### src/ctm_map.svh
// Register offsets, field positions, reset values and constants of the counter/timer
`ifndef CTM_MAP_SVH
`define CTM_MAP_SVH
`define CTM_ADDR_W 12
`define CTM_OFF_FLAGS 12'h000
`define CTM_OFF_CTRL 12'h004
`define CTM_OFF_TC 12'h008
`define CTM_OFF_LIMIT 12'h00c
`define CTM_OFF_DIV 12'h010
`define CTM_OFF_ACT 12'h014
`define CTM_OFF_CMP0 12'h018
`define CTM_OFF_CMP1 12'h01c
`define CTM_OFF_CMP2 12'h020
`define CTM_OFF_CMP3 12'h024
`define CTM_OFF_EDGE 12'h028
`define CTM_OFF_CAP0 12'h02c
`define CTM_OFF_CAP1 12'h030
`define CTM_OFF_EXT 12'h03c
`define CTM_OFF_SRC 12'h070
`define CTM_OFF_PWM 12'h074
`define CTM_CTRL_CEN_BIT 0
`define CTM_CTRL_COUNTER_SYNC_RESET_BIT_BIT 1
`define CTM_ACT_FIELD_W 3
`define CTM_EDGE_FIELD_W 3
`define CTM_EXT_CTRL_LSB 4
`define CTM_EXT_CTRL_W 2
`define CTM_SRC_MODE_LSB 0
`define CTM_SRC_SEL_LSB 2
`define CTM_CAP0_FLAG_BIT 4
`define CTM_CAP1_BIT_INST0 6
`define CTM_CAP1_BIT_INST1 5
`define CTM_RST_CORE '0
`define CTM_RST_BUS '0
`define CTM_RESP_OKAY 2'h0
`endif

### src/ctm_pkg.sv
// Types shared by the counter/timer design
package ctm_pkg;
   typedef logic [15:0] ctm_cnt_t;
   typedef enum logic [1:0] {
      CTM_MODE_TIMER = 2'b00,
      CTM_MODE_RISE = 2'b01,
      CTM_MODE_FALL = 2'b10,
      CTM_MODE_BOTH = 2'b11
   } ctm_mode_t;
   typedef struct packed {
      logic stop;
      logic rst;
      logic irq;
   } ctm_act_t;
   typedef struct packed {
      logic irq;
      logic fall;
      logic rise;
   } ctm_edge_t;
   typedef struct packed {
      logic counter_enable_bit;
      logic counter_sync_reset_bit;
      ctm_cnt_t tc;
      ctm_cnt_t limit;
      ctm_cnt_t div;
      logic [11:0] act;
      ctm_cnt_t [3:0] cmp;
      logic [5:0] edge_cfg;
      ctm_cnt_t [1:0] cap;
      logic [11:0] ext;
      logic [3:0] src;
      logic [3:0] pwm;
      logic [5:0] flag;
      logic [1:0] lvl;
      logic [1:0] pin;
   } ctm_core_t;
   typedef struct packed {
      logic awready;
      logic aw_have;
      logic [11:0] aw_addr;
      logic w_have;
      logic [31:0] w_data;
      logic [3:0] w_strb;
      logic bvalid;
      logic arready;
      logic rvalid;
      logic [31:0] rdata;
   } ctm_bus_t;
endpackage

### src/ctm_timer.sv
// 16-bit counter/timer with compare, capture, PWM outputs and an AXI4-Lite register slave
`timescale 1ns/1ps
`include "ctm_map.svh"
module ctm_timer
   import ctm_pkg::*;
#(
   parameter int unsigned CAP1_FLAG_BIT = `CTM_CAP1_BIT_INST1
) (
   input wire logic core_clk_in,
   input wire logic rst_in,
   input wire logic [11:0] s_axi_awaddr_in,
   input wire logic s_axi_awvalid_in,
   output logic s_axi_awready_out,
   input wire logic [31:0] s_axi_wdata_in,
   input wire logic [3:0] s_axi_wstrb_in,
   input wire logic s_axi_wvalid_in,
   output logic s_axi_wready_out,
   output logic [1:0] s_axi_bresp_out,
   output logic s_axi_bvalid_out,
   input wire logic s_axi_bready_in,
   input wire logic [11:0] s_axi_araddr_in,
   input wire logic s_axi_arvalid_in,
   output logic s_axi_arready_out,
   output logic [31:0] s_axi_rdata_out,
   output logic [1:0] s_axi_rresp_out,
   output logic s_axi_rvalid_out,
   input wire logic s_axi_rready_in,
   input wire logic capture_input_0_in,
   input wire logic capture_input_1_in,
   output logic [1:0] compare_output_pins_b_out
);

   ctm_core_t core_r;
   ctm_core_t core_nxt;
   ctm_bus_t bus_r;
   ctm_bus_t bus_nxt;
   logic [1:0] sync1_r;
   logic [1:0] sync2_r;
   logic [1:0] sync3_r;
   logic wr_fire;
   logic [31:0] wr_mask;

   function automatic logic [31:0] ctm_merge(input logic [31:0] old_v, input logic [31:0] new_v,
                                             input logic [31:0] mask);
      ctm_merge = (old_v & ~mask) | (new_v & mask);
   endfunction

   function automatic ctm_act_t ctm_get_act(input logic [11:0] act, input int idx);
      ctm_get_act = ctm_act_t'(act[idx * `CTM_ACT_FIELD_W +: `CTM_ACT_FIELD_W]);
   endfunction

   function automatic ctm_edge_t ctm_get_edge(input logic [5:0] cfg, input int idx);
      ctm_get_edge = ctm_edge_t'(cfg[idx * `CTM_EDGE_FIELD_W +: `CTM_EDGE_FIELD_W]);
   endfunction

   // Flag vector as software sees it; capture flag 1 moves with the instance
   function automatic logic [31:0] ctm_flags_view(input logic [5:0] flag);
      logic [31:0] v;
      v = 32'h0;
      v[3:0] = flag[3:0];
      v[`CTM_CAP0_FLAG_BIT] = flag[4];
      v[CAP1_FLAG_BIT] = flag[5];
      return v;
   endfunction

   function automatic logic [31:0] ctm_read(input logic [11:0] addr, input ctm_core_t c);
      logic [31:0] v;
      v = 32'h0;
      unique case (addr)
         `CTM_OFF_FLAGS: v = ctm_flags_view(c.flag);
         `CTM_OFF_CTRL: v[1:0] = {c.counter_sync_reset_bit, c.counter_enable_bit};
         `CTM_OFF_TC: v[15:0] = c.tc;
         `CTM_OFF_LIMIT: v[15:0] = c.limit;
         `CTM_OFF_DIV: v[15:0] = c.div;
         `CTM_OFF_ACT: v[11:0] = c.act;
         `CTM_OFF_CMP0: v[15:0] = c.cmp[0];
         `CTM_OFF_CMP1: v[15:0] = c.cmp[1];
         `CTM_OFF_CMP2: v[15:0] = c.cmp[2];
         `CTM_OFF_CMP3: v[15:0] = c.cmp[3];
         `CTM_OFF_EDGE: v[5:0] = c.edge_cfg;
         `CTM_OFF_CAP0: v[15:0] = c.cap[0];
         `CTM_OFF_CAP1: v[15:0] = c.cap[1];
         `CTM_OFF_EXT: v[11:0] = c.ext;
         `CTM_OFF_SRC: v[3:0] = c.src;
         `CTM_OFF_PWM: v[3:0] = c.pwm;
         default: v = 32'h0;
      endcase
      return v;
   endfunction

   // Bus slave: address and data are taken independently, the write lands once both are held
   always_comb begin
      logic aw_take;
      logic w_take;
      logic ar_take;
      aw_take = s_axi_awvalid_in & bus_r.awready;
      w_take = s_axi_wvalid_in & ~bus_r.w_have;
      ar_take = s_axi_arvalid_in & bus_r.arready;
      bus_nxt = bus_r;
      wr_fire = bus_r.aw_have & bus_r.w_have & ~bus_r.bvalid;
      wr_mask = {{8{bus_r.w_strb[3]}}, {8{bus_r.w_strb[2]}}, {8{bus_r.w_strb[1]}}, {8{bus_r.w_strb[0]}}};
      if (aw_take) begin
         bus_nxt.aw_have = 1'b1;
         bus_nxt.aw_addr = s_axi_awaddr_in;
      end
      if (w_take) begin
         bus_nxt.w_have = 1'b1;
         bus_nxt.w_data = s_axi_wdata_in;
         bus_nxt.w_strb = s_axi_wstrb_in;
      end
      if (wr_fire) begin
         bus_nxt.aw_have = 1'b0;
         bus_nxt.w_have = 1'b0;
         bus_nxt.bvalid = 1'b1;
      end else if (bus_r.bvalid & s_axi_bready_in) begin
         bus_nxt.bvalid = 1'b0;
      end
      bus_nxt.awready = ~bus_nxt.aw_have;
      if (ar_take) begin
         bus_nxt.rvalid = 1'b1;
         bus_nxt.rdata = ctm_read(s_axi_araddr_in, core_r);
      end else if (bus_r.rvalid & s_axi_rready_in) begin
         bus_nxt.rvalid = 1'b0;
      end
      bus_nxt.arready = ~bus_nxt.rvalid;
   end

   always_ff @(posedge core_clk_in) begin
      if (rst_in) begin
         bus_r <= `CTM_RST_BUS;
      end else begin
         bus_r <= bus_nxt;
      end
   end

   // Three-stage pin synchroniser; only stages two and three feed the edge logic
   always_ff @(posedge core_clk_in) begin
      if (rst_in) begin
         sync1_r <= 2'h0;
         sync2_r <= 2'h0;
         sync3_r <= 2'h0;
      end else begin
         sync1_r <= {capture_input_1_in, capture_input_0_in};
         sync2_r <= sync1_r;
         sync3_r <= sync2_r;
      end
   end

   always_comb begin
      logic [1:0] rise;
      logic [1:0] fall;
      logic tick;
      logic src_rise;
      logic src_fall;
      logic run;
      logic inc;
      logic any_rst;
      logic any_stop;
      logic [3:0] hit;
      logic [5:0] set_flag;
      logic [31:0] wv;
      ctm_act_t a;
      ctm_edge_t e;
      rise = 2'h0;
      fall = 2'h0;
      tick = 1'b0;
      src_rise = 1'b0;
      src_fall = 1'b0;
      run = 1'b0;
      inc = 1'b0;
      any_rst = 1'b0;
      any_stop = 1'b0;
      hit = 4'h0;
      set_flag = 6'h0;
      wv = 32'h0;
      a = '0;
      e = '0;
      core_nxt = core_r;

      // A change counts once stages two and three agree
      for (int i = 0; i < 2; i++) begin
         if ((sync2_r[i] == sync3_r[i]) && (sync3_r[i] != core_r.lvl[i])) begin
            rise[i] = sync3_r[i];
            fall[i] = ~sync3_r[i];
            core_nxt.lvl[i] = sync3_r[i];
         end
      end

      // Counter mode counts chosen edges of the selected pin; select codes above one count nothing
      unique case (core_r.src[3:2])
         2'b00: begin
            src_rise = rise[0];
            src_fall = fall[0];
         end
         2'b01: begin
            src_rise = rise[1];
            src_fall = fall[1];
         end
         default: begin
            src_rise = 1'b0;
            src_fall = 1'b0;
         end
      endcase
      unique case (ctm_mode_t'(core_r.src[1:0]))
         CTM_MODE_TIMER: tick = 1'b1;
         CTM_MODE_RISE: tick = src_rise;
         CTM_MODE_FALL: tick = src_fall;
         CTM_MODE_BOTH: tick = src_rise | src_fall;
      endcase

      run = core_r.counter_enable_bit & ~core_r.counter_sync_reset_bit & tick;
      inc = run & (core_r.div == core_r.limit);
      if (run) begin
         core_nxt.div = inc ? 16'h0 : core_r.div + 16'h1;
      end
      if (inc) begin
         core_nxt.tc = core_r.tc + 16'h1;
      end

      // Compare channels act at the moment the count would step
      for (int i = 0; i < 4; i++) begin
         a = ctm_get_act(core_r.act, i);
         hit[i] = inc & (core_r.tc == core_r.cmp[i]);
         if (hit[i]) begin
            set_flag[i] = a.irq;
            any_rst = any_rst | a.rst;
            any_stop = any_stop | a.stop;
            unique case (core_r.ext[`CTM_EXT_CTRL_LSB + i * `CTM_EXT_CTRL_W +: `CTM_EXT_CTRL_W])
               2'b01: core_nxt.ext[i] = 1'b0;
               2'b10: core_nxt.ext[i] = 1'b1;
               2'b11: core_nxt.ext[i] = ~core_r.ext[i];
               default: core_nxt.ext[i] = core_r.ext[i];
            endcase
         end
      end
      if (any_stop) begin
         core_nxt.tc = core_r.tc;
      end
      if (any_rst) begin
         core_nxt.tc = 16'h0;
      end

      // Captures sample the count that stands in the edge cycle
      for (int i = 0; i < 2; i++) begin
         e = ctm_get_edge(core_r.edge_cfg, i);
         if ((e.rise & rise[i]) | (e.fall & fall[i])) begin
            core_nxt.cap[i] = core_r.tc;
            set_flag[4 + i] = e.irq;
         end
      end

      // Software writes; capture registers take none
      if (wr_fire) begin
         unique case (bus_r.aw_addr)
            `CTM_OFF_FLAGS: begin
               wv = bus_r.w_data & wr_mask;
               core_nxt.flag[3:0] = core_r.flag[3:0] & ~wv[3:0];
               core_nxt.flag[4] = core_r.flag[4] & ~wv[`CTM_CAP0_FLAG_BIT];
               core_nxt.flag[5] = core_r.flag[5] & ~wv[CAP1_FLAG_BIT];
            end
            `CTM_OFF_CTRL: begin
               wv = ctm_merge({30'h0, core_r.counter_sync_reset_bit, core_r.counter_enable_bit}, bus_r.w_data, wr_mask);
               core_nxt.counter_enable_bit = wv[`CTM_CTRL_CEN_BIT];
               core_nxt.counter_sync_reset_bit = wv[`CTM_CTRL_COUNTER_SYNC_RESET_BIT_BIT];
            end
            `CTM_OFF_TC: core_nxt.tc = 16'(ctm_merge({16'h0, core_r.tc}, bus_r.w_data, wr_mask));
            `CTM_OFF_LIMIT: core_nxt.limit = 16'(ctm_merge({16'h0, core_r.limit}, bus_r.w_data, wr_mask));
            `CTM_OFF_DIV: core_nxt.div = 16'(ctm_merge({16'h0, core_r.div}, bus_r.w_data, wr_mask));
            `CTM_OFF_ACT: core_nxt.act = 12'(ctm_merge({20'h0, core_r.act}, bus_r.w_data, wr_mask));
            `CTM_OFF_CMP0: core_nxt.cmp[0] = 16'(ctm_merge({16'h0, core_r.cmp[0]}, bus_r.w_data, wr_mask));
            `CTM_OFF_CMP1: core_nxt.cmp[1] = 16'(ctm_merge({16'h0, core_r.cmp[1]}, bus_r.w_data, wr_mask));
            `CTM_OFF_CMP2: core_nxt.cmp[2] = 16'(ctm_merge({16'h0, core_r.cmp[2]}, bus_r.w_data, wr_mask));
            `CTM_OFF_CMP3: core_nxt.cmp[3] = 16'(ctm_merge({16'h0, core_r.cmp[3]}, bus_r.w_data, wr_mask));
            `CTM_OFF_EDGE: core_nxt.edge_cfg = 6'(ctm_merge({26'h0, core_r.edge_cfg}, bus_r.w_data, wr_mask));
            `CTM_OFF_EXT: core_nxt.ext = 12'(ctm_merge({20'h0, core_r.ext}, bus_r.w_data, wr_mask));
            `CTM_OFF_SRC: core_nxt.src = 4'(ctm_merge({28'h0, core_r.src}, bus_r.w_data, wr_mask));
            `CTM_OFF_PWM: core_nxt.pwm = 4'(ctm_merge({28'h0, core_r.pwm}, bus_r.w_data, wr_mask));
            default: wv = 32'h0;
         endcase
      end

      // Hardware set beats a simultaneous software clear
      core_nxt.flag = core_nxt.flag | set_flag;
      if (any_stop) begin
         core_nxt.counter_enable_bit = 1'b0;
      end
      if (core_r.counter_sync_reset_bit) begin
         core_nxt.tc = 16'h0;
         core_nxt.div = 16'h0;
      end

      // PWM pins go high once the count reaches the compare value
      for (int i = 0; i < 2; i++) begin
         core_nxt.pin[i] = core_r.pwm[i] ? (core_r.tc >= core_r.cmp[i]) : core_r.ext[i];
      end
   end

   always_ff @(posedge core_clk_in) begin
      if (rst_in) begin
         core_r <= `CTM_RST_CORE;
      end else begin
         core_r <= core_nxt;
      end
   end

   assign s_axi_awready_out = bus_r.awready;
   assign s_axi_wready_out = ~bus_r.w_have;
   assign s_axi_bresp_out = `CTM_RESP_OKAY;
   assign s_axi_bvalid_out = bus_r.bvalid;
   assign s_axi_arready_out = bus_r.arready;
   assign s_axi_rdata_out = bus_r.rdata;
   assign s_axi_rresp_out = `CTM_RESP_OKAY;
   assign s_axi_rvalid_out = bus_r.rvalid;
   assign compare_output_pins_b_out = core_r.pin;

endmodule

### config.mk
export PLATFORM = sky130hd
export DESIGN_NAME = ctm_timer
export DESIGN_NICKNAME = d
export VERILOG_FILES = /design/src/ctm_pkg.sv /design/src/ctm_timer.sv
export VERILOG_INCLUDE_DIRS = /design/src
export SDC_FILE = /design/constraint.sdc
export NUM_CORES = 1
export LEC_CHECK = 0
export BUFFER_PORTS_ARGS = -buffer_cell sky130_fd_sc_hd__clkbuf_2
export CAP_MARGIN = 10
export CORE_MARGIN = 3
export CORE_UTILIZATION = 60
export DETAILED_ROUTE_END_ITERATION = 8
export MAX_ROUTING_LAYER = met4
export PLACE_DENSITY = 0.8
export SYNTH_ARGS = -nofsm -noshare
export SYNTH_HDL_FRONTEND = slang
export SYNTH_SLANG_ARGS = --single-unit
### constraint.sdc
create_clock -name core_clk_in -period 3.34 [get_ports core_clk_in]
set_clock_uncertainty 0.2 [all_clocks]
set_input_delay 0.668 -clock core_clk_in [delete_from_list [all_inputs] [get_ports core_clk_in]]
set_output_delay 0.668 -clock core_clk_in [all_outputs]
set_load 0.005 [all_outputs]
# [Word-level counts from Yosys, hierarchy flattened]
# Cells that the tools add are included.
[totals] reg_bits=252 in_bits=69 out_inout_bits=43 wordCells=247
[classes] addsub=2 n_lt_le_gt_ge=2 eq_ne=53 mux=62 bitwise=73 n_reduce_logical=21
[ops] op="16-bit 2-to-1 mux" count=12
[ops] op="130-bit 2-to-1 mux" count=1
[ops] op="16-bit bitwise AND" count=8
[ops] op="12-bit by 6-bit equality test with 1-bit output (second input constant)" count=10
[ops] op="16-bit OR" count=7
[ops] op="12-bit by 5-bit equality test with 1-bit output (second input constant)" count=8
[ops] op="16-bit equality test" count=5
[ops] op="6-bit case mux with 11 select lines" count=1
[ops] op="12-bit by 4-bit equality test with 1-bit output (second input constant)" count=4
[ops] op="12-bit by 7-bit equality test with 1-bit output (second input constant)" count=4
[ops] op="4-bit case mux with 9 select lines" count=1
[ops] op="16-bit by 1-bit adder with 16-bit output (second input constant)" count=2
[ops] op="16-bit greater-or-equal comparator" count=2
[ops] op="2-bit case mux with 16 select lines" count=1
[ops] op="2-bit case mux with 15 select lines" count=1
[ops] op="1-bit 2-to-1 mux" count=29
[ops] op="2-bit case mux with 13 select lines" count=1
[ops] op="12-bit bitwise AND" count=2
[ops] op="12-bit by 3-bit equality test with 1-bit output (second input constant)" count=2
[ops] op="12-bit zero test" count=2
[ops] op="12-bit OR" count=2
[ops] op="2-bit AND reduction" count=11
[ops] op="1-bit bitwise AND" count=20
[ops] op="2-bit equality test (second input constant)" count=10
[ops] op="25 further kinds" count=67

# [Logic depth before layout (Yosys ltp)]
[logic_depth] ltp_word=20 depth_mapped=11 ltp_nobuf=9

# [Least setup slack after synthesis]
# OpenSTA, ideal clock, no wires.
[synth_path] path_kind="register to register" start="reg (tool-made name)" end="reg (tool-made name)" setup_time_ps=160 arrival_time_ps=2275 required_time_ps=2980 setup_slack_ps=705 path_stages_with_launch=11 n_path_buf=1 period_less_slack_ps=2635 path_cell_list="dfxtp_1 -> buf_2 -> inv_1 -> ha_1 -> nand4_1 -> or4_1 -> nor2_1 -> a222oi_1 -> a211o_1 -> o21ai_1 -> a211oi_1"

==> impl_metrics.toml <==
[worst_hold_path]
hold_class = "input pin to flop"

[sta]
fin_hold_ws_ps = 124
hold_violations = 0
slew_viol_final = 0
period_needed_ps = 2990
setup_viol = 0
tightest_slew_ps = 907
rsz0062_at_grt = "false"
fmax_mhz = 335
min_period_over_period = 0.894
timing.setup.tns_ps = 0
slew_headroom = 0.395

[routing]
wire_per_inst_um = 23.1
met3_length_mm = 4.63
routed-via-count = 12753
drt_iter0_markers = 1506
viasPerCell = 6.44
top_layer_used = "met4"
met1_length_mm = 18.2
wl_mm = 45.8
wl_met2_mm = 20.0
ant_nets = 0
drc_errors = 0
drt-pass1-iter-count = 7

[layout]
diodes = 0
area_growth_pct = 11.5
layout-drive-gt1-share = 0.138
fillers = 1858
layout_commonest_cell = "dfxtp_1"
final_cell_mix = "dfxtp_1, nor2_1, nand2_1"
finalNetCount = 1785

[placement]
port_buffers = 73
place_hpwl_mm = 33.2
gp_congestion = 1.03

[setup_path]
critical_path_class = "flop to flop"
end_kind = "flop"
slowest_delay_ps = 540
arrival_ps = 3220
slowest_stage = "nor4_1"
start_kind = "flop"
cp_cell_sequence = "inv_1, ha_1, nand4_1, nor4_1, a22oi_1, and4b_2, and2_1, a221oi_1, nor2_1"
required_ps = 3570
critPathMaxFanout = 5

[clock_network]
cts_buffers = 28
worstSkewPairLatency_ps = 560
hold_buffers = 0
cts.repair.resized = 0
post_cts_buffers = 0
clk_pin_slew_worst_paths_ps = 60
cts_root_buffer = "clkbuf_16"
cts.path.max_buffers = 3
cts_tree = "built"
htreeDepth = 1
cts.sinks = 252

[pwr]
power.density_nw_per_um2 = 427
finalPower_mw = 6.50
total_leakage_power_nw = 5.78
irDropWorstVdd_uv = 472

[floorplan]
start_util = 0.618
coreArea_um2 = 22100
die_y_um = 157
io_pins = 112
dieWidth_um = 157
rows = 54
fp.dieArea_um2 = 24600

[yosys]
synth.yosys.seq_area_share = 0.370
synthCells = 1632
ys_warn_count = 0
synth_edf_count = 0
synth_top_area_cell = "dfxtp_1"
synth-seq-cells = 252
ys_types = 85
async_reset_ff_frac = 0
synth.area.top_cells = "dfxtp_1, mux2i_1, nor2_1"
synth_area_um2 = 13600
avgSynthCellArea_um2 = 8.36
yosysTopAreaCellShare = 0.370
ys.flop_type = "dfxtp_1"

[global_route]
grt.overflow.total = 0
grt_pass1_vias = 12193
grt_max_degree = 93
grt_use_total = 0.380
antenna_found_initial = 0
grt_pass1_wl_mm = 70.5

[run_status]
status = "complete, no violations"

[run]
drv_cap = 0
critical path: cells and delay by family (launching register included):
family          cells  cell delay, ps
simple gates        5            1400
compound gates      2             500
flops               1             410
fa+ha+maj           1             310
buf+inv             1              70
per-layer routing:
layer,track usage,vias to the layer above
met4,0.194,0
li1,-,5847
met5,-,-
met3,0.0680,184
met2,0.573,790
met1,0.490,5932
final cells by class:
cell class / instances / area, um2 / area share
Tap cell: 280 / 350 / 0.0230
Clock buffer: 40 / 786 / 0.0517
Clock inverter: 7 / 121 / 0.00798
Sequential cell: 252 / 5040 / 0.332
Timing Repair Buffer: 154 / 992 / 0.0652
Inverter: 41 / 154 / 0.0101
Multi-Input combinational cell: 1205 / 7760 / 0.510
per-stage QoR:
step | instance area, um2 | utilization | setup slack, ps | std cells
2_1_floorplan | 13700 | - | 705 | 1651
3_3_place_gp | 14300 | 0.647 | 210 | 1932
3_5_place_dp | 14300 | 0.647 | 189 | 1932
4_1_cts | 15200 | 0.688 | 403 | 1979
5_1_grt | 15200 | 0.688 | 111 | 1979
6_report | 15200 | 0.688 | 353 | 1979
cell usage after synthesis, types with 16 or more instances:
cell type  number
mux2i_1       154
a221oi_1       21
buf_2          25
clkbuf_1       83
dfxtp_1       252
inv_1          40
o21ai_0        52
xnor2_1        36
a22oi_1        33
nand2_1       180
nand4_1        34
nand3_1        31
nor2_1        211
a21oi_1       104
nor3_1         19
xor2_1         20
buf_4          39
nor2b_1        16
ha_1           34
cell families after synthesis:
| logic type | Yosys count | synth area share |
|---|---|---|
| and+or+nand+nor | 601 | 0.214 |
| AOI/OAI and AO/OA | 336 | 0.165 |
| DFF | 252 | 0.370 |
| buffers and inverters | 194 | 0.0675 |
| muxes | 158 | 0.117 |
| xor gates and xnor gates | 56 | 0.0359 |
| adders and majority gates | 34 | 0.0312 |
| other | 1 | 0.000275 |
worst paths after layout:
check,from,cells after the start,endpoint,slack [ps]
worst max register to register,flop,9,flop,350
worst min-delay path,capture_input_0_in,2,sync1_r[0],120
worst min register to register,sync1_r[0],1,sync2_r[0],250
worst max-delay path,flop,9,flop,350
where the power goes:
part	total (mW)	switching, mW	internal, mW
logic	0.307	0.208	0.0991
clock network	3.09	1.24	1.85
registers	3.11	0.0720	3.04
Power figures use the tool's default switching activity.
